**src/hdl/lmc_pkg.sv**
```systemverilog
// constants, types and coil map of the leak monitor coil bank
package lmc_pkg;
	localparam int unsigned CA_W = 16;
	localparam int unsigned NSENS_MAX = 4;

	// coil numbers (base 1)
	localparam logic [15:0] C_DO0_SAFE     = 16'h0081;
	localparam logic [15:0] C_DO0_PWRUP    = 16'h00A1;
	localparam logic [15:0] C_OPEN_LIVE    = 16'h00E1;
	localparam logic [15:0] C_PROTOCOL     = 16'h0101;
	localparam logic [15:0] C_WDT_MODE     = 16'h0104;
	localparam logic [15:0] C_WDT_EN       = 16'h0105;
	localparam logic [15:0] C_SOUND        = 16'h0106;
	localparam logic [15:0] C_WDT_TIMEOUT  = 16'h010E;
	localparam logic [15:0] C_FIRST_READ   = 16'h0111;
	localparam logic [15:0] C_CLR_ALL_HI   = 16'h0118;
	localparam logic [15:0] C_CLR_ALL_LO   = 16'h0119;
	localparam logic [15:0] C_LEAK_ALM     = 16'h0121;
	localparam logic [15:0] C_OPEN_ALM_1   = 16'h0122;
	localparam logic [15:0] C_OPEN_ALM_4   = 16'h0125;
	localparam logic [15:0] C_LEAK_EN      = 16'h0141;
	localparam logic [15:0] C_OPEN_EN_1    = 16'h0142;
	localparam logic [15:0] C_OPEN_EN_4    = 16'h0145;
	localparam logic [15:0] C_LEAK_TYPE    = 16'h0151;
	localparam logic [15:0] C_OPEN_TYPE_1  = 16'h0152;
	localparam logic [15:0] C_OPEN_TYPE_4  = 16'h0155;
	localparam logic [15:0] C_CLR_HI       = 16'h0181;
	localparam logic [15:0] C_CLR_LO       = 16'h01A1;

	// strap switch positions, switch n at bit n-1, ON reads 1
	localparam int unsigned SW_PROTOCOL = 0;
	localparam int unsigned SW_CONFIG   = 1;
	localparam int unsigned SW_ADDR     = 2;
	localparam int unsigned SW_INIT     = 3;

	localparam logic [7:0] ADDR_BASE   = 8'h60;
	localparam logic [7:0] ADDR_OFFSET = 8'h10;

	// watchdog unit of 0.1 s
	localparam longint unsigned WDT_UNIT_NS = 100_000_000;
	localparam longint unsigned CLK_NS      = 40;
	localparam int unsigned WDT_TICK_CYC = int'(WDT_UNIT_NS / CLK_NS);

	typedef struct packed {
		logic            rd;    // read strobe, one cycle
		logic            wr;    // write strobe, one cycle
		logic            di;    // read targets discrete-input space
		logic [CA_W-1:0] addr;  // coil number
		logic            wdata; // coil value written
	} lmc_coil_req_s;

	typedef struct packed {
		logic ack;   // one-cycle answer
		logic hit;   // address mapped
		logic rdata; // coil value read
	} lmc_coil_rsp_s;
endpackage : lmc_pkg

```
**src/hdl/lmc_coil_bank.sv**
```systemverilog
// coil register bank of the leak monitor, alarms and host watchdog
// Overview of operation
// - protocol coil: 0 selects legacy ascii protocol, 1 selects modbus rtu
// - watchdog mode 1 lets output commands clear timeout, modbus only
// - watchdog enable coil, effective only under modbus rtu
// - writing 1 to sound coil plays a notification sound
// - timeout status coil, write 1 clears it, modbus only
// - reset status reads 1 on first read after power-up, else 0
// - write 1 clears all high latched, adjacent coil all low latched
// - single sensor: leak alarm status coil, write 1 clears latch
// - single sensor: open-wire alarm status coil, write 1 clears latch
// - four sensors: four leak alarm coils, write 1 clears each latch
// - four sensors: four open-wire alarm coils, write 1 clears each
// - live open-wire condition read-only, mirrored in discrete inputs
// - per-sensor leak alarm enables, single variant uses the first
// - open-wire alarm enables, one or four coils by variant
// - per-sensor leak alarm type, momentary or latched
// - open-wire alarm type, one or four coils by variant
// - per-sensor write 1 clears high latched or low latched reading
// - coil holds power-up value of digital output channel 0
// - strap 1 on selects legacy ascii protocol, off modbus rtu
// - strap 2 on takes config from software, off from switches
// - bus address is 96 plus 16 when strap 3 on, else plus 0
// - strap 4 on enters initialisation mode, off normal operation
// - watchdog timeout in tenths of a second, range 0 to 255
// - coil holds safe value of digital output 0 after timeout
module lmc_coil_bank #(
	parameter int unsigned SENSORS      = 4,
	parameter int unsigned TICK_CYCLES  = lmc_pkg::WDT_TICK_CYC
) (
	// clock and reset
	input  wire logic                  sys_clk,
	input  wire logic                  rst_b,
	// coil access from the protocol engine
	input  wire lmc_pkg::lmc_coil_req_s coil_req,
	output lmc_pkg::lmc_coil_rsp_s     coil_rsp_ff,
	// sensor conditions and straps
	input  wire logic [3:0]            leak_cond,
	input  wire logic [3:0]            open_cond,
	input  wire logic [3:0]            strap_sw,
	// host watchdog inputs
	input  wire logic                  host_activity,
	input  wire logic                  output_cmd_seen,
	input  wire logic [7:0]            wdt_timeout_val,
	// control and status outputs
	output logic                       protocol_modbus_ff,
	output logic                       cfg_by_software_ff,
	output logic                       init_mode_ff,
	output logic [7:0]                 bus_address_ff,
	output logic                       do0_powerup_ff,
	output logic                       do0_safe_ff,
	output logic                       wdt_timeout_ff,
	output logic                       sound_pulse_ff,
	output logic [3:0]                 leak_alarm_ff,
	output logic [3:0]                 open_alarm_ff,
	output logic [3:0]                 clr_high_pulse_ff,
	output logic [3:0]                 clr_low_pulse_ff
);
	localparam int unsigned TW = $clog2(TICK_CYCLES + 1);

	if (SENSORS != 1 && SENSORS != 4) begin : g_chk
		$error("SENSORS must be 1 or 4");
	end
	if (TICK_CYCLES < 1) begin : g_chk_tick
		$error("TICK_CYCLES must be at least 1");
	end

	// {hit, index} for a group of n coils starting at base
	function automatic logic [2:0] grp(input logic [15:0] a,
		input logic [15:0] base, input int unsigned n);
		logic [15:0] d;
		d = a - base;
		grp = {(a >= base) && (d < 16'(n)), d[1:0]};
	endfunction

	logic rst_meta_ff;
	logic rst_sync_ff;
	always_ff @(posedge sys_clk or negedge rst_b) begin
		if (!rst_b) begin
			rst_meta_ff <= 1'b0;
			rst_sync_ff <= 1'b0;
		end else begin
			rst_meta_ff <= 1'b1;
			rst_sync_ff <= rst_meta_ff;
		end
	end

	localparam int unsigned N = SENSORS;
	logic [15:0] open_alm_base;
	logic [15:0] open_en_base;
	logic [15:0] open_type_base;
	assign open_alm_base  = (N == 1) ? lmc_pkg::C_OPEN_ALM_1 : lmc_pkg::C_OPEN_ALM_4;
	assign open_en_base   = (N == 1) ? lmc_pkg::C_OPEN_EN_1 : lmc_pkg::C_OPEN_EN_4;
	assign open_type_base = (N == 1) ? lmc_pkg::C_OPEN_TYPE_1 : lmc_pkg::C_OPEN_TYPE_4;

	logic [3:0] smask;
	assign smask = (N == 1) ? 4'h1 : 4'hF;

	logic        wr1;
	logic [15:0] a;
	assign wr1 = coil_req.wr && coil_req.wdata;
	assign a   = coil_req.addr;

	logic [2:0] g_leak_alm, g_open_alm, g_leak_en, g_open_en;
	logic [2:0] g_leak_ty, g_open_ty, g_clr_hi, g_clr_lo, g_live;
	assign g_leak_alm = grp(a, lmc_pkg::C_LEAK_ALM, N);
	assign g_open_alm = grp(a, open_alm_base, N);
	assign g_leak_en  = grp(a, lmc_pkg::C_LEAK_EN, N);
	assign g_open_en  = grp(a, open_en_base, N);
	assign g_leak_ty  = grp(a, lmc_pkg::C_LEAK_TYPE, N);
	assign g_open_ty  = grp(a, open_type_base, N);
	assign g_clr_hi   = grp(a, lmc_pkg::C_CLR_HI, N);
	assign g_clr_lo   = grp(a, lmc_pkg::C_CLR_LO, N);
	assign g_live     = grp(a, lmc_pkg::C_OPEN_LIVE, N);

	// one-hot of the addressed sensor for a group hit
	function automatic logic [3:0] sel(input logic [2:0] g);
		sel = g[2] ? (4'h1 << g[1:0]) : 4'h0;
	endfunction

	// selects held in nets, a function result cannot be bit-selected
	logic [3:0] s_leak_en, s_open_en, s_leak_ty, s_open_ty;
	assign s_leak_en = sel(g_leak_en);
	assign s_open_en = sel(g_open_en);
	assign s_leak_ty = sel(g_leak_ty);
	assign s_open_ty = sel(g_open_ty);

	// straps are caught once, in the first cycle after reset release
	logic strap_done_ff;
	always_ff @(posedge sys_clk or negedge rst_sync_ff) begin
		if (!rst_sync_ff) begin
			strap_done_ff      <= 1'b0;
			cfg_by_software_ff <= 1'b0;
			init_mode_ff       <= 1'b0;
			bus_address_ff     <= lmc_pkg::ADDR_BASE;
		end else if (!strap_done_ff) begin
			strap_done_ff      <= 1'b1;
			cfg_by_software_ff <= strap_sw[lmc_pkg::SW_CONFIG];
			init_mode_ff       <= strap_sw[lmc_pkg::SW_INIT];
			bus_address_ff     <= lmc_pkg::ADDR_BASE +
				(strap_sw[lmc_pkg::SW_ADDR] ? lmc_pkg::ADDR_OFFSET : 8'h00);
		end
	end

	// plain read/write configuration coils
	logic       wdt_mode_ff;
	logic       wdt_en_ff;
	logic [3:0] leak_en_ff, open_en_ff, leak_ty_ff, open_ty_ff;
	always_ff @(posedge sys_clk or negedge rst_sync_ff) begin
		if (!rst_sync_ff) begin
			protocol_modbus_ff <= 1'b0;
			wdt_mode_ff        <= 1'b0;
			wdt_en_ff          <= 1'b0;
			do0_powerup_ff     <= 1'b0;
			do0_safe_ff        <= 1'b0;
			leak_en_ff         <= 4'h0;
			open_en_ff         <= 4'h0;
			leak_ty_ff         <= 4'h0;
			open_ty_ff         <= 4'h0;
		end else if (!strap_done_ff) begin
			protocol_modbus_ff <= !strap_sw[lmc_pkg::SW_PROTOCOL];
		end else if (coil_req.wr) begin
			if (a == lmc_pkg::C_PROTOCOL)
				protocol_modbus_ff <= coil_req.wdata;
			if (a == lmc_pkg::C_WDT_MODE)
				wdt_mode_ff <= coil_req.wdata;
			if (a == lmc_pkg::C_WDT_EN)
				wdt_en_ff <= coil_req.wdata;
			if (a == lmc_pkg::C_DO0_PWRUP)
				do0_powerup_ff <= coil_req.wdata;
			if (a == lmc_pkg::C_DO0_SAFE)
				do0_safe_ff <= coil_req.wdata;
			for (int i = 0; i < 4; i++) begin
				if (s_leak_en[i])
					leak_en_ff[i] <= coil_req.wdata;
				if (s_open_en[i])
					open_en_ff[i] <= coil_req.wdata;
				if (s_leak_ty[i])
					leak_ty_ff[i] <= coil_req.wdata;
				if (s_open_ty[i])
					open_ty_ff[i] <= coil_req.wdata;
			end
		end
	end

	// write-1 command coils give one-cycle pulses
	always_ff @(posedge sys_clk or negedge rst_sync_ff) begin
		if (!rst_sync_ff) begin
			sound_pulse_ff    <= 1'b0;
			clr_high_pulse_ff <= 4'h0;
			clr_low_pulse_ff  <= 4'h0;
		end else begin
			sound_pulse_ff <= wr1 && (a == lmc_pkg::C_SOUND);
			clr_high_pulse_ff <= wr1 ? (sel(g_clr_hi) |
				((a == lmc_pkg::C_CLR_ALL_HI) ? smask : 4'h0)) & smask
				: 4'h0;
			clr_low_pulse_ff <= wr1 ? (sel(g_clr_lo) |
				((a == lmc_pkg::C_CLR_ALL_LO) ? smask : 4'h0)) & smask
				: 4'h0;
		end
	end

	// alarms: a raising condition wins over a clear in the same cycle
	logic [3:0] leak_act, open_act, leak_clr, open_clr;
	assign leak_act = leak_cond & leak_en_ff & smask;
	assign open_act = open_cond & open_en_ff & smask;
	assign leak_clr = wr1 ? sel(g_leak_alm) : 4'h0;
	assign open_clr = wr1 ? sel(g_open_alm) : 4'h0;

	for (genvar s = 0; s < 4; s++) begin : g_alm
		always_ff @(posedge sys_clk or negedge rst_sync_ff) begin
			if (!rst_sync_ff) begin
				leak_alarm_ff[s] <= 1'b0;
				open_alarm_ff[s] <= 1'b0;
			end else begin
				if (!leak_ty_ff[s])
					leak_alarm_ff[s] <= leak_act[s];
				else if (leak_act[s])
					leak_alarm_ff[s] <= 1'b1;
				else if (leak_clr[s])
					leak_alarm_ff[s] <= 1'b0;
				if (!open_ty_ff[s])
					open_alarm_ff[s] <= open_act[s];
				else if (open_act[s])
					open_alarm_ff[s] <= 1'b1;
				else if (open_clr[s])
					open_alarm_ff[s] <= 1'b0;
			end
		end
	end

	// host watchdog: tenth-second tick and activity counter
	logic [TW-1:0] tick_cnt_ff;
	logic          tick_ff;
	logic [7:0]    wdt_cnt_ff;
	logic          wdt_run;
	assign wdt_run = wdt_en_ff && protocol_modbus_ff;
	always_ff @(posedge sys_clk or negedge rst_sync_ff) begin
		if (!rst_sync_ff) begin
			tick_cnt_ff <= '0;
			tick_ff     <= 1'b0;
		end else if (tick_cnt_ff == TW'(TICK_CYCLES - 1)) begin
			tick_cnt_ff <= '0;
			tick_ff     <= 1'b1;
		end else begin
			tick_cnt_ff <= tick_cnt_ff + TW'(1);
			tick_ff     <= 1'b0;
		end
	end

	always_ff @(posedge sys_clk or negedge rst_sync_ff) begin
		if (!rst_sync_ff)
			wdt_cnt_ff <= 8'h00;
		else if (!wdt_run || host_activity)
			wdt_cnt_ff <= 8'h00;
		else if (tick_ff && wdt_cnt_ff != 8'hFF)
			wdt_cnt_ff <= wdt_cnt_ff + 8'h01;
	end

	// a zero timeout never fires, it would trip on every idle tick
	logic wdt_expire;
	assign wdt_expire = wdt_run && (wdt_timeout_val != 8'h00) &&
		(wdt_cnt_ff >= wdt_timeout_val);

	always_ff @(posedge sys_clk or negedge rst_sync_ff) begin
		if (!rst_sync_ff)
			wdt_timeout_ff <= 1'b0;
		else if (wdt_expire)
			wdt_timeout_ff <= 1'b1;
		else if (protocol_modbus_ff && wr1 && a == lmc_pkg::C_WDT_TIMEOUT)
			wdt_timeout_ff <= 1'b0;
		else if (protocol_modbus_ff && wdt_mode_ff && output_cmd_seen)
			wdt_timeout_ff <= 1'b0;
	end

	// reset status clears on its first read
	logic first_rd_ff;
	always_ff @(posedge sys_clk or negedge rst_sync_ff) begin
		if (!rst_sync_ff)
			first_rd_ff <= 1'b1;
		else if (coil_req.rd && !coil_req.di && a == lmc_pkg::C_FIRST_READ)
			first_rd_ff <= 1'b0;
	end

	// read decode
	logic [3:0] live_open;
	logic       nxt_hit;
	logic       nxt_rdata;
	assign live_open = open_cond & smask;
	always_comb begin
		nxt_hit   = 1'b1;
		nxt_rdata = 1'b0;
		if (coil_req.di) begin
			nxt_hit = g_live[2];
			nxt_rdata = |(sel(g_live) & live_open);
		end else if (g_live[2])
			nxt_rdata = |(sel(g_live) & live_open);
		else if (g_leak_alm[2])
			nxt_rdata = |(sel(g_leak_alm) & leak_alarm_ff);
		else if (g_open_alm[2])
			nxt_rdata = |(sel(g_open_alm) & open_alarm_ff);
		else if (g_leak_en[2])
			nxt_rdata = |(sel(g_leak_en) & leak_en_ff);
		else if (g_open_en[2])
			nxt_rdata = |(sel(g_open_en) & open_en_ff);
		else if (g_leak_ty[2])
			nxt_rdata = |(sel(g_leak_ty) & leak_ty_ff);
		else if (g_open_ty[2])
			nxt_rdata = |(sel(g_open_ty) & open_ty_ff);
		else if (g_clr_hi[2] || g_clr_lo[2])
			nxt_rdata = 1'b0;
		else begin
			unique case (a)
				lmc_pkg::C_DO0_SAFE:    nxt_rdata = do0_safe_ff;
				lmc_pkg::C_DO0_PWRUP:   nxt_rdata = do0_powerup_ff;
				lmc_pkg::C_PROTOCOL:    nxt_rdata = protocol_modbus_ff;
				lmc_pkg::C_WDT_MODE:    nxt_rdata = wdt_mode_ff;
				lmc_pkg::C_WDT_EN:      nxt_rdata = wdt_en_ff;
				lmc_pkg::C_WDT_TIMEOUT: nxt_rdata = wdt_timeout_ff;
				lmc_pkg::C_FIRST_READ:  nxt_rdata = first_rd_ff;
				lmc_pkg::C_SOUND,
				lmc_pkg::C_CLR_ALL_HI,
				lmc_pkg::C_CLR_ALL_LO:  nxt_rdata = 1'b0;
				default:                nxt_hit = 1'b0;
			endcase
		end
	end

	always_ff @(posedge sys_clk or negedge rst_sync_ff) begin
		if (!rst_sync_ff) begin
			coil_rsp_ff <= '0;
		end else begin
			coil_rsp_ff.ack   <= coil_req.rd || coil_req.wr;
			coil_rsp_ff.hit   <= (coil_req.rd || coil_req.wr) && nxt_hit;
			coil_rsp_ff.rdata <= coil_req.rd && nxt_rdata;
		end
	end
endmodule // lmc_coil_bank

```
**config.mk**
```make
export PLATFORM = sky130hd
export DESIGN_NAME = lmc_coil_bank
export DESIGN_NICKNAME = d
export VERILOG_FILES = /design/src/hdl/lmc_pkg.sv /design/src/hdl/lmc_coil_bank.sv
export SDC_FILE = /design/constraint.sdc
export NUM_CORES = 1
export LEC_CHECK = 0
export BUFFER_PORTS_ARGS = -buffer_cell sky130_fd_sc_hd__clkbuf_2
export CELL_PAD_IN_SITES_DETAIL_PLACEMENT = 0
export CELL_PAD_IN_SITES_GLOBAL_PLACEMENT = 1
export CORE_MARGIN = 1
export CORE_UTILIZATION = 30
export CTS_CLUSTER_DIAMETER = 80
export DETAILED_ROUTE_END_ITERATION = 16
export PLACE_DENSITY = 0.68
export SETUP_SLACK_MARGIN = 0.3
export SLEW_MARGIN = 20
export SYNTH_ARGS = -nofsm -noshare
export SYNTH_HDL_FRONTEND = slang
export SYNTH_SLANG_ARGS = --single-unit
```
**constraint.sdc**
```tcl
create_clock -name sys_clk -period 2.3 [get_ports sys_clk]
set_input_delay 0.46 -clock sys_clk [delete_from_list [all_inputs] [get_ports sys_clk]]
set_output_delay 0.46 -clock sys_clk [all_outputs]
set_load 0.02 [all_outputs]
```
==> impl_metrics.ini <==
[pwr]
p_sw_share_pct = 25.5
pwr-share-clk_pct = 42.1
ir_drop_mv = 0.292
power_per_cell_area_nw_per_um2 = 473
pwr-share-seq_pct = 43.4
p_switching_uw = 841
p_comb_share_pct = 14.5
p_leak_nw = 3.15
power.internal_mw = 2.46

[floorplanning]
die_height_um = 132
die-area_um2 = 17300
rows = 47
initial_core_util_pct = 30.5
io_pins = 78
core_area_um2 = 16500
die_w_um = 132

[critical_path]
cp.arrival_ps = 2710
required_ps = 2530
start_kind = input port
worstSetupPathType = input port to flop
cp-end-kind = flop
cp_max_fo = 5

[global_routing]
overflow = 0
grt_max_degree = 69
grtUsageTotal_pct = 18.3
antenna_found_initial = 0
grt_pass1_vias = 4839
grt_first_pass_wirelength_um = 24900

[synthesis]
netlist_top_cells_area = dfrtp_1 (39%), nand2_1 (3.8%), xnor2_1 (3.5%)
async_reset_ff_share_pct = 100
ys_ff_latch = 80
syn_area_um2 = 5050
yosysTopAreaCell = dfrtp_1
yosysWarnings = 0
syn_inst = 527
synth_edf_count = 0
synth_top_area_share_pct = 39.2
synth.avg_cell_area_um2 = 9.58
ys_seq_area_share_pct = 39.7
ys.flop_type = dfrtp_1
synth_cell_types = 77

[clock_network]
clk_latency_ps = 340
cts_sinks = 80
cts_max_level = 3
cts-root-buf = clkbuf_16
cts_inserted_buffers = 9
cts_tree = yes
clk_pin_slew_ps = 60
cts_max_path_buffers = 2

[routing]
drt_iter0_drc = 234
drc = 0
vias = 4657
wire_per_inst_um = 16.7
dr.pass1.iters = 4
wirelength_um = 15200
viasPerCell = 5.11
postRouteAntennaNets = 0

[placement]
dp_hpwl_um = 11700
portBuffers = 70
placed_cells = 883
dpl_worst_slack_ps = -566
gp_congestion = 0.876

[timing]
fin_ws_ps = -178
slew-limit-headroom_pct = 65.1
period_share_pct = 108
worst_pin_slew_ps = 524
drv_slew = 0
fmax_ghz = 0.404
grt_setup_unrepaired = yes
setup_viol = 6
finalHoldViolCount = 0
fin_crit_ps = 2480
fin_hold_ws_ps = 158
skew_ps = 7.23

[cells_and_area]
fillerInstances = 1599
utilization_pct = 42.2
layout.nets = 740
drive_gt1_share_pct = 38.9
areaGrowthSynthToFinish_pct = 38.3
insertedDiodeCount = 0
stdcell_count = 911

[outcome]
violations = setup timing
status = finished, violations left

[worst_hold_path]
hp-class = flop to asynchronous set/reset pin

[run]
maxCapViolations = 0
[per-layer routing]
| layer | share of wire, % | vias up | track usage [%] |
|---|---|---|---|
| li1 | - | 2229 | - |
| met1 | 45 | 2295 | 23.6 |
| met2 | 47 | 106 | 29.8 |
| met3 | 4.3 | 27 | 3.78 |
| met4 | 3.0 | 0 | 7.49 |
| met5 | 0 | - | 0 |
[critical path, stage by stage]
cell,delay [ps]
buf_8,100
or4_4,570
or3b_4,410
a2111oi_4,360
nand3_2,150
nor4_4,210
nand2_1,120
mux2_4,310
[layout by cell type, fill, tap and decap left out, types with 10 or more instances in the layout]
| cell type | n |
|---|---|
| o21ai_0 | 11 |
| inv_1 | 15 |
| clkbuf_2 | 65 |
| nor2_1 | 37 |
| dfrtp_1 | 78 |
| xnor2_1 | 20 |
| nand2_1 | 50 |
| nand4_1 | 18 |
| nand3_1 | 24 |
| mux2_1 | 10 |
| xor2_1 | 11 |
| ha_1 | 10 |
| buf_4 | 102 |
| mux2_2 | 11 |
[worst paths after layout]
check	from	to	slack [ps]	cells past startpoint
setup / recovery	coil_req[2]	leak_en_ff[0]	-180	8
hold / removal	rst_sync_ff	wdt_cnt_ff[6]	160	0
setup reg to reg	wdt_en_ff	coil_rsp_ff[0]	350	8
hold reg to reg	rst_sync_ff	wdt_cnt_ff[6]	160	0
max in group asynchronous	rst_sync_ff	leak_alarm_ff[0]	1510	1
min in group sys_clk	strap_sw[0]	protocol_modbus_ff	300	2
[area by class of cell]
class	count	area [um2]	area share, %
inverters	16	60.1	0.860
flip-flops and latches	80	2010	28.8
clock buffers	13	240	3.44
well taps	220	275	3.94
repair buffers	177	1200	17.2
multi-input cells	402	3160	45.2
clock inverters	3	42.5	0.609
[flip-flops by register name (all words and copies together), names as in the netlist, 3 cells and up]
register and cells:
open_ty_ff 4, leak_en_ff 4, clr_low_pulse_ff 4, leak_ty_ff 4
clr_high_pulse_ff 4, tick_cnt_ff 22, coil_rsp_ff 3, open_en_ff 4
wdt_cnt_ff 8, open_alarm_ff 4, leak_alarm_ff 4
[timing repair]
action / 4_1_cts / 5_1_grt
resized for setup: 21 / 28
pin swaps: 12 / 8
endpoints found under the setup margin: 46 / 42
endpoints found under the hold margin: 2 / 0
setup buffers: 5 / 6
hold buffers: 1 / 0
[power groups by stage]
stage | registers, mW | logic [mW] | clock network (mW)
after CTS | 1.43 | 0.463 | 1.43
after global routing | 1.43 | 0.519 | 1.49
after global placement | 1.46 | 0.445 | 0
final | 1.43 | 0.478 | 1.39
after floorplan | 1.48 | 0.237 | 0
after detailed placement | 1.46 | 0.448 | 0
[metrics by stage]
step / setup TNS (ps) / total power, mW / area [um2]
detailed placement: -10090 / 1.91 / 6370
floorplan: -1850 / 1.72 / 5260
global placement: -9050 / 1.90 / 6370
global route: -1230 / 3.44 / 6980
finish: -874 / 3.30 / 6980
CTS: -792 / 3.32 / 6800
[cell families (layout without fill, tap and decap cells)]
kind of cell               after synthesis  count (layout)  share of synthesized area [%]
and+or+nand+nor                        229             229                           24.7
AOI/OAI and AO/OA                       83              83                           12.3
DFF                                     80              80                           39.7
buffers and inverters                   52             209                           4.64
muxes                                   39              39                           10.3
xor gates and xnor gates                32              32                           5.70
adders and majority gates               10              10                           2.48
other                                    2               9                          0.149
[synth_stat cells (3+ instances only)]
cell type / instances
mux2_1: 11
nor4b_1: 4
o211ai_1: 4
nor4_1: 9
nand2b_1: 10
mux2_2: 11
nand4_1: 18
a32o_1: 4
xnor2_1: 20
ha_1: 10
or3_1: 5
and3_1: 8
nor2_1: 41
a21o_1: 5
dfrtp_1: 79
nand3_1: 26
clkbuf_1: 21
mux2i_1: 7
xor2_1: 11
o31ai_1: 3
nand3b_1: 4
nor2b_1: 8
o21ai_0: 17
a31oi_1: 4
and2_1: 7
inv_1: 15
o21ai_1: 9
a21oi_1: 6
buf_2: 3
nor3_1: 14
nand2_1: 51
mux2_4: 3
o21a_1: 3
nor3b_1: 4
buf_4: 7
mux4_2: 7
a211oi_1: 4
or4_1: 4
buf_1: 3
Note: power is estimated with default switching activity, not from simulation.
